[src/offset_corr_params.svh]
/*
  Constants for the converter offset correction block: register byte
  offsets, field positions, reset values and bus response codes.
  Assumes inclusion by bare name from every design file that needs them.
*/
// What this block does
// - DC mode bypasses both channel high-pass filters
// - AC mode applies current, active, reactive offsets
// - DC mode applies its own current, active offsets
// - Software reads and writes 24-bit offsets through two 16-bit registers
// - Register holds current offset bits 15 to 0
// - Register holds voltage offset bits 15 to 0
// - Offset is upper byte above low word
// - Offset added to raw code before processing
// - Save command stores constants in nonvolatile memory
`ifndef OFFSET_CORR_PARAMS_SVH
`define OFFSET_CORR_PARAMS_SVH

// Register byte offsets on the AXI4-Lite slave
`define REG_UPPER_BYTES 8'h00
`define REG_CUR_LOW 8'h04
`define REG_VOLT_LOW 8'h08
`define REG_CTRL 8'h0c
`define REG_STATUS 8'h10
`define REG_AC_IRMS 8'h14
`define REG_AC_ACTIVE 8'h18
`define REG_AC_REACTIVE 8'h1c
`define REG_DC_IRMS 8'h20
`define REG_DC_ACTIVE 8'h24

// Reset values
`define RST_UPPER_BYTES 16'hffff
`define RST_CUR_LOW 16'h7d80
`define RST_VOLT_LOW 16'hec00
`define RST_TERM 16'h0000

// Field positions
`define UPPER_VOLT_FIELD 15:8
`define UPPER_CUR_FIELD 7:0
`define CTRL_DC_BIT 0
`define CTRL_SAVE_BIT 1
`define STAT_BUSY_BIT 0
`define STAT_DC_BIT 1

// Bus responses
`define RESP_OKAY 2'b00
`define RESP_SLVERR 2'b10

`endif

[src/offset_corr_pkg.sv]
/*
  Types shared by the offset correction modules.
  Assumes nothing beyond a SystemVerilog compiler.
*/
package offset_corr_pkg;

  typedef logic signed [23:0] code_t;  // Converter code or full offset
  typedef logic [15:0] half_t;         // One 16-bit register value

  // Save handshake toward the nonvolatile store
  typedef enum logic [1:0]
  {
    SAVE_IDLE = 2'b00,
    SAVE_REQ = 2'b01,
    SAVE_WAIT = 2'b10
  } save_state_e;

endpackage : offset_corr_pkg

[src/offset_if.sv]
/*
  Carrier of the assembled 24-bit channel offsets between the register
  file and the offset adder. Assumes both ends share one clock.
*/
`timescale 1ns/100ps
interface offset_if;
  import offset_corr_pkg::*;
  code_t current_offset;  // Current channel offset, two's complement
  code_t voltage_offset;  // Voltage channel offset, two's complement
  modport source (output current_offset, output voltage_offset);
  modport sink (input current_offset, input voltage_offset);
endinterface : offset_if

[src/adc_offset_correction.sv]
/*
  Offset and no-load correction for a two-channel power monitor:
  AXI4-Lite register file for the 24-bit converter offsets and the AC/DC
  offset terms, mode control, save handshake and the offset adder.
  Assumes one clock, synchronous active-high reset, a master that holds
  valid and payload until taken, and a nonvolatile store that answers a
  save request with a done pulse.
*/
`timescale 1ns/100ps
`include "offset_corr_params.svh"
module adc_offset_correction (
  input wire logic mclk_i,
  input wire logic reset_i,
  // AXI4-Lite slave
  input wire logic [7:0] s_axi_awaddr_i,
  input wire logic s_axi_awvalid_i,
  output logic s_axi_awready_o,
  input wire logic [31:0] s_axi_wdata_i,
  input wire logic [3:0] s_axi_wstrb_i,
  input wire logic s_axi_wvalid_i,
  output logic s_axi_wready_o,
  output logic [1:0] s_axi_bresp_o,
  output logic s_axi_bvalid_o,
  input wire logic s_axi_bready_i,
  input wire logic [7:0] s_axi_araddr_i,
  input wire logic s_axi_arvalid_i,
  output logic s_axi_arready_o,
  output logic [31:0] s_axi_rdata_o,
  output logic [1:0] s_axi_rresp_o,
  output logic s_axi_rvalid_o,
  input wire logic s_axi_rready_i,
  // Converter codes
  input wire offset_corr_pkg::code_t current_code_i,
  input wire offset_corr_pkg::code_t voltage_code_i,
  input wire logic code_valid_i,
  output offset_corr_pkg::code_t corrected_current_o,
  output offset_corr_pkg::code_t corrected_voltage_o,
  output logic corrected_valid_o,
  // Calculation path controls
  output logic hpf_bypass_o,
  output offset_corr_pkg::half_t offset_irms_o,
  output offset_corr_pkg::half_t offset_active_o,
  output offset_corr_pkg::half_t offset_reactive_o,
  // Nonvolatile store handshake
  output logic save_request_o,
  input wire logic save_done_i
);
  import offset_corr_pkg::*;

  // Register file indices returned by the address decoder
  // Unmapped addresses fall to IDX_NONE and answer with an error,
  // so a stray access never lands in a live register
  localparam logic [3:0] IDX_UPPER = 4'h0;
  localparam logic [3:0] IDX_CUR = 4'h1;
  localparam logic [3:0] IDX_VOLT = 4'h2;
  localparam logic [3:0] IDX_CTRL = 4'h3;
  localparam logic [3:0] IDX_STATUS = 4'h4;
  localparam logic [3:0] IDX_AC_IRMS = 4'h5;
  localparam logic [3:0] IDX_AC_ACT = 4'h6;
  localparam logic [3:0] IDX_AC_REACT = 4'h7;
  localparam logic [3:0] IDX_DC_IRMS = 4'h8;
  localparam logic [3:0] IDX_DC_ACT = 4'h9;
  localparam logic [3:0] IDX_NONE = 4'hf;

  // All state of the block except the adder in one record
  // One record keeps reset and next-state handling in one place;
  // the cost is that every field is written on every clock
  typedef struct packed {
    half_t upper;        // Both channels' offset bits 23..16
    half_t cur_low;      // Current channel offset bits 15..0
    half_t volt_low;     // Voltage channel offset bits 15..0
    half_t ac_irms;      // AC current RMS offset term
    half_t ac_act;       // AC active power offset term
    half_t ac_react;     // AC reactive power offset term
    half_t dc_irms;      // DC current RMS offset term
    half_t dc_act;       // DC active power offset term
    logic dc_mode;       // Operating mode, 1 = DC
    save_state_e save;   // Save handshake state
    logic save_req;      // Save request pulse
    logic aw_full;       // Write address held
    logic [7:0] aw_addr;
    logic w_full;        // Write data held
    logic [31:0] w_data;
    logic [3:0] w_strb;
    logic awready;
    logic wready;
    logic bvalid;
    logic [1:0] bresp;
    logic arready;
    logic rvalid;
    logic [1:0] rresp;
    logic [31:0] rdata;
    logic hpf_bypass;
    half_t off_irms;     // Term selected for the current RMS path
    half_t off_act;      // Term selected for the active power path
    half_t off_react;    // Term selected for the reactive power path
  } top_s;

  top_s state;
  top_s next_state;
  offset_if offs ();

  // Address to register index; shared by the read and write paths
  // Only whole aligned words decode; the low address bits must be zero
  function automatic logic [3:0] reg_index(input logic [7:0] addr);
    logic [3:0] idx;
    idx = IDX_NONE;
    case (addr)
      `REG_UPPER_BYTES: idx = IDX_UPPER;
      `REG_CUR_LOW: idx = IDX_CUR;
      `REG_VOLT_LOW: idx = IDX_VOLT;
      `REG_CTRL: idx = IDX_CTRL;
      `REG_STATUS: idx = IDX_STATUS;
      `REG_AC_IRMS: idx = IDX_AC_IRMS;
      `REG_AC_ACTIVE: idx = IDX_AC_ACT;
      `REG_AC_REACTIVE: idx = IDX_AC_REACT;
      `REG_DC_IRMS: idx = IDX_DC_IRMS;
      `REG_DC_ACTIVE: idx = IDX_DC_ACT;
      default: idx = IDX_NONE;
    endcase
    return idx;
  endfunction : reg_index

  // Byte-lane merge into a 16-bit register; upper lanes are ignored
  // Lanes 2 and 3 carry nothing, as every register is 16 bits wide
  function automatic half_t merge16(input half_t old, input logic [31:0] data,
                                    input logic [3:0] strb);
    half_t res;
    res = old;
    if (strb[0])
      res[7:0] = data[7:0];
    if (strb[1])
      res[15:8] = data[15:8];
    return res;
  endfunction : merge16

  // Assembled offsets, MSB first: upper byte over the low word
  // The adder sees a change one clock after the register write,
  // so a sample in that clock still uses the old offset
  assign offs.current_offset = {state.upper[`UPPER_CUR_FIELD], state.cur_low};
  assign offs.voltage_offset = {state.upper[`UPPER_VOLT_FIELD], state.volt_low};

  // Next-state logic: bus slave, register writes, reads, save, mode
  // Everything below starts from a copy of the state and changes only
  // the fields that an event touches
  always_comb
  begin
    logic [3:0] widx;
    logic [3:0] ridx;
    logic [31:0] rword;
    logic do_write;
    widx = reg_index(state.aw_addr);
    ridx = reg_index(s_axi_araddr_i);
    rword = '0;
    do_write = state.aw_full && state.w_full && !state.bvalid;
    next_state = state;
    next_state.save_req = 1'b0;

    // Write address channel, taken independently of data
    if (s_axi_awvalid_i && state.awready)
    begin
      next_state.aw_full = 1'b1;
      next_state.aw_addr = s_axi_awaddr_i;
    end
    // Write data channel, may come before or after the address
    if (s_axi_wvalid_i && state.wready)
    begin
      next_state.w_full = 1'b1;
      next_state.w_data = s_axi_wdata_i;
      next_state.w_strb = s_axi_wstrb_i;
    end

    // Commit once both halves are held
    // Holding off while a response waits keeps one write in flight
    if (do_write)
    begin
      next_state.aw_full = 1'b0;
      next_state.w_full = 1'b0;
      next_state.bvalid = 1'b1;
      next_state.bresp = `RESP_OKAY;
      case (widx)
        IDX_UPPER:
          next_state.upper = merge16(state.upper, state.w_data, state.w_strb);
        IDX_CUR:
          next_state.cur_low = merge16(state.cur_low, state.w_data, state.w_strb);
        IDX_VOLT:
          next_state.volt_low = merge16(state.volt_low, state.w_data, state.w_strb);
        IDX_CTRL:
        begin
          if (state.w_strb[0])
          begin
            next_state.dc_mode = state.w_data[`CTRL_DC_BIT];
            // A second command while one is pending is dropped
            if (state.w_data[`CTRL_SAVE_BIT] && state.save == SAVE_IDLE)
              next_state.save = SAVE_REQ;
          end
        end
        IDX_STATUS:
          ;  // Read-only, write ignored
        IDX_AC_IRMS:
          next_state.ac_irms = merge16(state.ac_irms, state.w_data, state.w_strb);
        IDX_AC_ACT:
          next_state.ac_act = merge16(state.ac_act, state.w_data, state.w_strb);
        IDX_AC_REACT:
          next_state.ac_react = merge16(state.ac_react, state.w_data, state.w_strb);
        IDX_DC_IRMS:
          next_state.dc_irms = merge16(state.dc_irms, state.w_data, state.w_strb);
        IDX_DC_ACT:
          next_state.dc_act = merge16(state.dc_act, state.w_data, state.w_strb);
        default:
          next_state.bresp = `RESP_SLVERR;  // Unmapped address
      endcase
    end

    // Write response retires on bready
    // Set and clear never meet: a commit needs bvalid low
    if (state.bvalid && s_axi_bready_i)
      next_state.bvalid = 1'b0;

    // Read data word for the requested register
    // Upper halves read as zero; the control word shows the mode only,
    // the save bit is a command and reads back zero
    case (ridx)
      IDX_UPPER: rword = {16'h0000, state.upper};
      IDX_CUR: rword = {16'h0000, state.cur_low};
      IDX_VOLT: rword = {16'h0000, state.volt_low};
      IDX_CTRL: rword[`CTRL_DC_BIT] = state.dc_mode;
      IDX_STATUS:
      begin
        rword[`STAT_BUSY_BIT] = (state.save != SAVE_IDLE);
        rword[`STAT_DC_BIT] = state.dc_mode;
      end
      IDX_AC_IRMS: rword = {16'h0000, state.ac_irms};
      IDX_AC_ACT: rword = {16'h0000, state.ac_act};
      IDX_AC_REACT: rword = {16'h0000, state.ac_react};
      IDX_DC_IRMS: rword = {16'h0000, state.dc_irms};
      IDX_DC_ACT: rword = {16'h0000, state.dc_act};
      default: rword = '0;
    endcase

    // Read channel: one outstanding read, answered the next cycle
    // The address is decoded live, so the master must hold it with valid
    if (s_axi_arvalid_i && state.arready)
    begin
      next_state.rvalid = 1'b1;
      next_state.rdata = rword;
      next_state.rresp = (ridx == IDX_NONE) ? `RESP_SLVERR : `RESP_OKAY;
    end
    else if (state.rvalid && s_axi_rready_i)
      next_state.rvalid = 1'b0;

    // Save handshake; the store reads the live register outputs
    // A command during a save is dropped, not queued, so software must
    // poll the busy flag before asking again
    case (state.save)
      SAVE_IDLE:
        ;  // Waiting for a command
      SAVE_REQ:
      begin
        next_state.save_req = 1'b1;
        next_state.save = SAVE_WAIT;
      end
      SAVE_WAIT:
        if (save_done_i)
          next_state.save = SAVE_IDLE;
      default:
        next_state.save = SAVE_IDLE;
    endcase

    // Mode-dependent paths follow the mode register one cycle later
    // Registering the selection keeps the term outputs glitch free
    // when the mode flips in the middle of a calculation
    next_state.hpf_bypass = state.dc_mode;
    if (state.dc_mode)
    begin
      // DC has no reactive term; AC terms stay stored but unused
      next_state.off_irms = state.dc_irms;
      next_state.off_act = state.dc_act;
      next_state.off_react = `RST_TERM;
    end
    else
    begin
      next_state.off_irms = state.ac_irms;
      next_state.off_act = state.ac_act;
      next_state.off_react = state.ac_react;
    end

    // Ready flags registered so every output comes from a flop
    // Computed from the next state, so a ready never opens in the same
    // clock as the hold that should close it
    next_state.awready = !next_state.aw_full && !next_state.bvalid;
    next_state.wready = !next_state.w_full && !next_state.bvalid;
    next_state.arready = !next_state.rvalid;
  end

  // State register with reset values
  // Synchronous reset: the low words and upper bytes come back to
  // their power-on values, all else clears
  always_ff @(posedge mclk_i)
  begin
    if (reset_i)
    begin
      state <= '0;
      state.upper <= `RST_UPPER_BYTES;
      state.cur_low <= `RST_CUR_LOW;
      state.volt_low <= `RST_VOLT_LOW;
      state.save <= SAVE_IDLE;
    end
    else
      state <= next_state;
  end

  // Offset adder ahead of all further processing
  // The adder has its own register stage; corrected codes trail
  // the raw codes by one clock
  offset_adder u_adder (
    .mclk_i(mclk_i),
    .reset_i(reset_i),
    .offs(offs.sink),
    .current_code_i(current_code_i),
    .voltage_code_i(voltage_code_i),
    .code_valid_i(code_valid_i),
    .corrected_current_o(corrected_current_o),
    .corrected_voltage_o(corrected_voltage_o),
    .corrected_valid_o(corrected_valid_o)
  );

  // Outputs straight from the state register
  // No logic between flop and pin, so output timing is one clock
  assign s_axi_awready_o = state.awready;
  assign s_axi_wready_o = state.wready;
  assign s_axi_bvalid_o = state.bvalid;
  assign s_axi_bresp_o = state.bresp;
  assign s_axi_arready_o = state.arready;
  assign s_axi_rvalid_o = state.rvalid;
  assign s_axi_rdata_o = state.rdata;
  assign s_axi_rresp_o = state.rresp;
  assign hpf_bypass_o = state.hpf_bypass;
  assign offset_irms_o = state.off_irms;
  assign offset_active_o = state.off_act;
  assign offset_reactive_o = state.off_react;
  assign save_request_o = state.save_req;

endmodule : adc_offset_correction

[src/offset_adder.sv]
/*
  Adds each channel's offset to its raw converter code, one register
  stage. Assumes codes arrive synchronous to mclk_i with a valid strobe.
*/
`timescale 1ns/100ps
module offset_adder (
  input wire logic mclk_i,
  input wire logic reset_i,
  offset_if.sink offs,
  input wire offset_corr_pkg::code_t current_code_i,
  input wire offset_corr_pkg::code_t voltage_code_i,
  input wire logic code_valid_i,
  output offset_corr_pkg::code_t corrected_current_o,
  output offset_corr_pkg::code_t corrected_voltage_o,
  output logic corrected_valid_o
);
  import offset_corr_pkg::*;

  // All state of the adder
  typedef struct packed {
    logic [1:0][23:0] corr;
    logic valid;
  } adder_s;

  adder_s state;
  adder_s next_state;
  code_t raw [2];   // Raw code per channel
  code_t offv [2];  // Offset per channel
  code_t sum [2];   // Wrapped sum per channel

  assign raw[0] = current_code_i;
  assign raw[1] = voltage_code_i;
  assign offv[0] = offs.current_offset;
  assign offv[1] = offs.voltage_offset;

  // Wraps like a bit-serial adder would; no saturation
  for (genvar ch = 0; ch < 2; ch++)
  begin : g_chan
    assign sum[ch] = code_t'(raw[ch] + offv[ch]);
  end

  // Next state: capture sums on each valid code
  always_comb
  begin
    next_state = state;
    next_state.valid = code_valid_i;
    if (code_valid_i)
    begin
      next_state.corr[0] = sum[0];
      next_state.corr[1] = sum[1];
    end
  end

  // State register
  always_ff @(posedge mclk_i)
  begin
    if (reset_i)
      state <= '0;
    else
      state <= next_state;
  end

  assign corrected_current_o = code_t'(state.corr[0]);
  assign corrected_voltage_o = code_t'(state.corr[1]);
  assign corrected_valid_o = state.valid;

endmodule : offset_adder

[config.mk]
export PLATFORM = sky130hd
export DESIGN_NAME = adc_offset_correction
export DESIGN_NICKNAME = d
export VERILOG_FILES = /design/src/offset_corr_pkg.sv /design/src/offset_if.sv /design/src/adc_offset_correction.sv /design/src/offset_adder.sv
export VERILOG_INCLUDE_DIRS = /design/src /design/src/src
export SDC_FILE = /design/constraint.sdc
export NUM_CORES = 1
export LEC_CHECK = 0
export BUFFER_PORTS_ARGS = -buffer_cell sky130_fd_sc_hd__buf_2
export CAP_MARGIN = 20
export CORE_AREA = 2 2 166 168
export CTS_BUF_LIST = sky130_fd_sc_hd__clkbuf_2
export DETAILED_ROUTE_END_ITERATION = 10
export DIE_AREA = 0 0 168 170
export GPL_TIMING_DRIVEN = 0
export PLACE_DENSITY = 0.76
export SYNTH_ARGS = -nofsm -noshare
export SYNTH_HDL_FRONTEND = slang
export SYNTH_HIERARCHICAL = 1
export SYNTH_SLANG_ARGS = --single-unit
[constraint.sdc]
create_clock -name mclk_i -period 3.2 [get_ports mclk_i]
set_input_delay 0.64 -clock mclk_i [delete_from_list [all_inputs] [get_ports mclk_i]]
set_output_delay 0.64 -clock mclk_i [all_outputs]
set_load 0.02 [all_outputs]
==> run_results.csv <==
group,metric,value,unit
run_status,status,"finished, final reports clean",
synthesis,netlist_top_cells_area,"dfxtp_1 (40%), mux2i_1 (9.8%), nor2_1 (5.3%), nand2_1 (5.0%), buf_4 (4.5%)",
clocking,cts.clk_slew.worst_paths,0.09,ns
clocking,clk_latency,0.88,ns
worst_setup_path,path_cells,"ha_1 > fa_1 > a211oi_2 > o211ai_1 > and3_1 > a311o_1 > xnor2_1 > o21ai_1",
synthesis,synth_commonest_cells,"dfxtp_1 (281), nor2_1 (199), nand2_1 (190), mux2i_1 (139), a21oi_1 (108)",
routing,wl,49900,um
worst_setup_path,endpoint_kind,"flop",
routing,ant_nets,0,
synthesis,synth_area,14200,um2
hold_path,hold_start,"s_axi_wdata_i[4]",
grt,grt_pass1_wl,73600,um
routing,dr.pass1.iters,6,
worst_setup_path,r2r-start,"offs.current_offset[0]",
routing,wl_per_cell,21.1,um
power_and_ir_drop,cellPowerDensity,424,nW/um2
synthesis,synth_compound_area_share,16.0,%
layout,drive_gt1_share,23.2,%
power_and_ir_drop,switchingPower,2.19,mW
hold_path,hold_path_depth,3,
sta,slew_headroom,29.7,%
die,initial_core_util,53.3,%
sta,drv_slew,0,
synthesis,synth_top_family_by_area,"simple AND/OR/NAND/NOR gates",
synthesis,synthFlopType,"dfxtp_1",
place,portBuffers,210,
layout,syn2layout_area_growth,16.7,%
die,ios,249,
synthesis,synth_fa_ha_area_share,4.33,%
worst_setup_path,cp_data_arrival_time,3.48,ns
sta,tns,0,ns
sta,skew,0.0753,ns
worst_setup_path,rr_worst_depth,8,
sta,rsz0062_at_grt,"false",
synthesis,syn_inst,1653,
power_and_ir_drop,swShare,31.3,%
power_and_ir_drop,clkPwrFrac,35.3,%
power_and_ir_drop,pwr-share-seq,51.4,%
grt,antenna_found_initial,1,
power_and_ir_drop,peakVddDrop,0.314,mV
die,die_area,28600,um2
sta,post-route-period-util,86.8,%
clocking,clk_path_buf_depth,3,
synthesis,synth.distinct_cells,83,
worst_setup_path,cp-start-kind,"flop",
worst_setup_path,critPathLaunch,"offs.current_offset[0]",
worst_setup_path,crit_fanout,4,
worst_setup_path,worst-path-buf-inv,0,
clocking,cts.root.buffer_cell,"clkbuf_2",
run,drv_cap,0,
synthesis,async_flop_share,0,%
routing,drc,0,
synthesis,synth.most_common_cell,"dfxtp_1",
sta,final-hold-violation-count,0,
place,hpwlAfterDp,38300,um
sta,finalSetupViolations,0,
worst_setup_path,slowest_delay,0.45,ns
die,die_h,170,um
synthesis,synth_xor_area_share,1.60,%
worst_setup_path,r2r-end,"u_adder/corrected_current_o[16]",
synthesis,synth-seq-area-share,39.6,%
worst_setup_path,crit_path_top_delay_cell,"fa_1",
sta,tightest_slew,1.05,ns
worst_setup_path,cp_top_family,"compound AO/OA/AOI/OAI gates",
die,rows,60,
place,place_congestion,1.02,
synthesis,synth-simple-area-share,19.2,%
worst_setup_path,r2r_slack,0.42,ns
clocking,numCtsBuffers,73,
clocking,clock-sinks,281,
grt,grt_max_degree,13,
die,die_x,168,um
grt,grt_pass1_vias,12700,
synthesis,avgSynthCellArea,8.59,um2
clocking,cts_tree,"yes",
routing,first_iter_violations,1464,
synthesis,synth.top_cell.area_share,39.6,%
grt,grt-ovfl-total,0,
sta,fmax,0.360,GHz
worst_setup_path,critPathKind,"flop to flop",
clocking,cts_htree_levels,3,
power_and_ir_drop,leakagePower,7.30,nW
sta,finalCriticalPeriod,2.78,ns
power_and_ir_drop,internal-power,4.83,mW
grt,track_usage,34.0,%
hold_path,min_path_type,"input pin to flop",
synthesis,synth.area.mux_share,11.3,%
worst_setup_path,worstPathRequired,3.91,ns
routing,vias_per_cell,5.80,
clocking,cts-resized-gates,0,
synthesis,ys.warnings.count,6,
layout,nets,2128,
synthesis,synth_edf_count,0,
power_and_ir_drop,pwr-share-comb,13.3,%
synthesis,synth_top_area_cell,"dfxtp_1",
synthesis,ys_ff_latch,281,
die,core,26700,um2
sta,timing.hold.ws,0.0519,ns
hold_path,whs_endpoint,"state[98]",
routing,vias,13700,
clocking,cts_setup_buffers,0,
-- per-stage QoR --
step	cell area [um2]	total power [mW]	util, %	cells	setup WS [ns]
floorplan	14300	4.25	-	1670	0.593
global placement	15700	4.57	59.1	2221	-0.101
detailed placement	15800	4.58	59.1	2221	0.149
CTS	16600	7.03	62.2	2363	0.435
global route	16600	7.31	62.2	2364	0.287
finish	16600	7.02	62.2	2364	0.424
-- per-layer routing --
metal / share of wire, % / GRT usage (%) / vias up
met3: 11 / 7.79 / 122
li1: - / - / 6411
met1: 42 / 45.8 / 6380
met5: 0 / 0 / -
met2: 43 / 52.3 / 806
met4: 4.0 / 15.0 / 0
-- worst max path at each step --
stage                                      end  slack [ns]  depth (start not counted)
2_1_floorplan  u_adder/corrected_voltage_o[22]        0.59                          8
3_3_place_gp                 s_axi_rdata_o[12]       -0.10                          6
3_5_place_dp   u_adder/corrected_current_o[16]        0.15                          9
4_1_cts        u_adder/corrected_current_o[16]        0.44                          8
5_1_grt        u_adder/corrected_current_o[16]        0.29                          8
6_report       u_adder/corrected_current_o[16]        0.42                          8
-- cell families (layout without fill, tap and decap cells) --
logic type	count (synthesis)	in the layout
and+or+nand+nor	585	585
AOI/OAI and AO/OA	351	351
DFF	281	281
buffers and inverters	207	559
muxes	154	154
adders and majority gates	48	48
xor gates and xnor gates	26	26
other	1	19
-- worst min-delay path, stage by stage --
cell	delay, ns
buf_2	0.09
nand2_1	0.05
a21oi_1	0.05
-- cells in the final DEF, fill, tap and decap left out, types with 11 or more instances in the layout --
cell type and instances:
xor2_1 11, clkbuf_1 76, conb_1 18, dfxtp_1 281
ha_1 46, nor2_1 199, and3_1 17, clkbuf_2 101
o21ai_0 78, dlygate4sd3_1 16, mux2_2 11, a22oi_1 19
inv_1 19, a21o_1 13, nor3_1 24, o22ai_1 13
buf_4 85, xnor2_1 15, nand2_1 190, a211o_1 18
and2_1 26, a21oi_1 108, nor2b_1 12, nand3b_1 11
mux2i_1 139, clkinv_1 15, a211oi_1 12, nand3_1 43
buf_2 226
-- repair_timing --
item / 4_1_cts / 5_1_grt
setup endpoints to repair: 0 / 0
hold endpoints to repair: 16 / 0
hold buffers: 16 / 0
-- power by group through the flow --
| stage | combinational (mW) | sequential [mW] | clock (mW) |
|---|---|---|---|
| floorplan | 0.503 | 3.74 | 0 |
| global placement | 0.881 | 3.69 | 0 |
| detailed placement | 0.889 | 3.69 | 0 |
| CTS | 0.907 | 3.61 | 2.52 |
| global route | 0.988 | 3.62 | 2.71 |
| finish | 0.932 | 3.61 | 2.48 |
-- final cells by class --
type                       count  area (um2)
buffer                       188        1050
sequential                   281        5630
tap                          341         427
multi-input combinational   1182        7520
antenna                        1        2.50
fill                        2440       10100
timing repair buffer         226        1210
inverter                      19        71.3
clock buffer                 101         505
clock inverter                25         150
-- flip-flops by register name (all words and copies together), names as in the netlist --
register,cells
s_axi_rvalid_o,1
u_adder/corrected_current_o,24
u_adder/corrected_voltage_o,24
offset_reactive_o,16
u_adder/corrected_valid_o,1
offset_irms_o,16
s_axi_wready_o,1
next_state,1
s_axi_bvalid_o,1
offs.voltage_offset,24
state,110
s_axi_rresp_o,1
offs.current_offset,24
s_axi_awready_o,1
s_axi_arready_o,1
save_request_o,1
s_axi_rdata_o,16
hpf_bypass_o,1
s_axi_bresp_o,1
offset_active_o,16
Power figures use the tool's default switching activity.
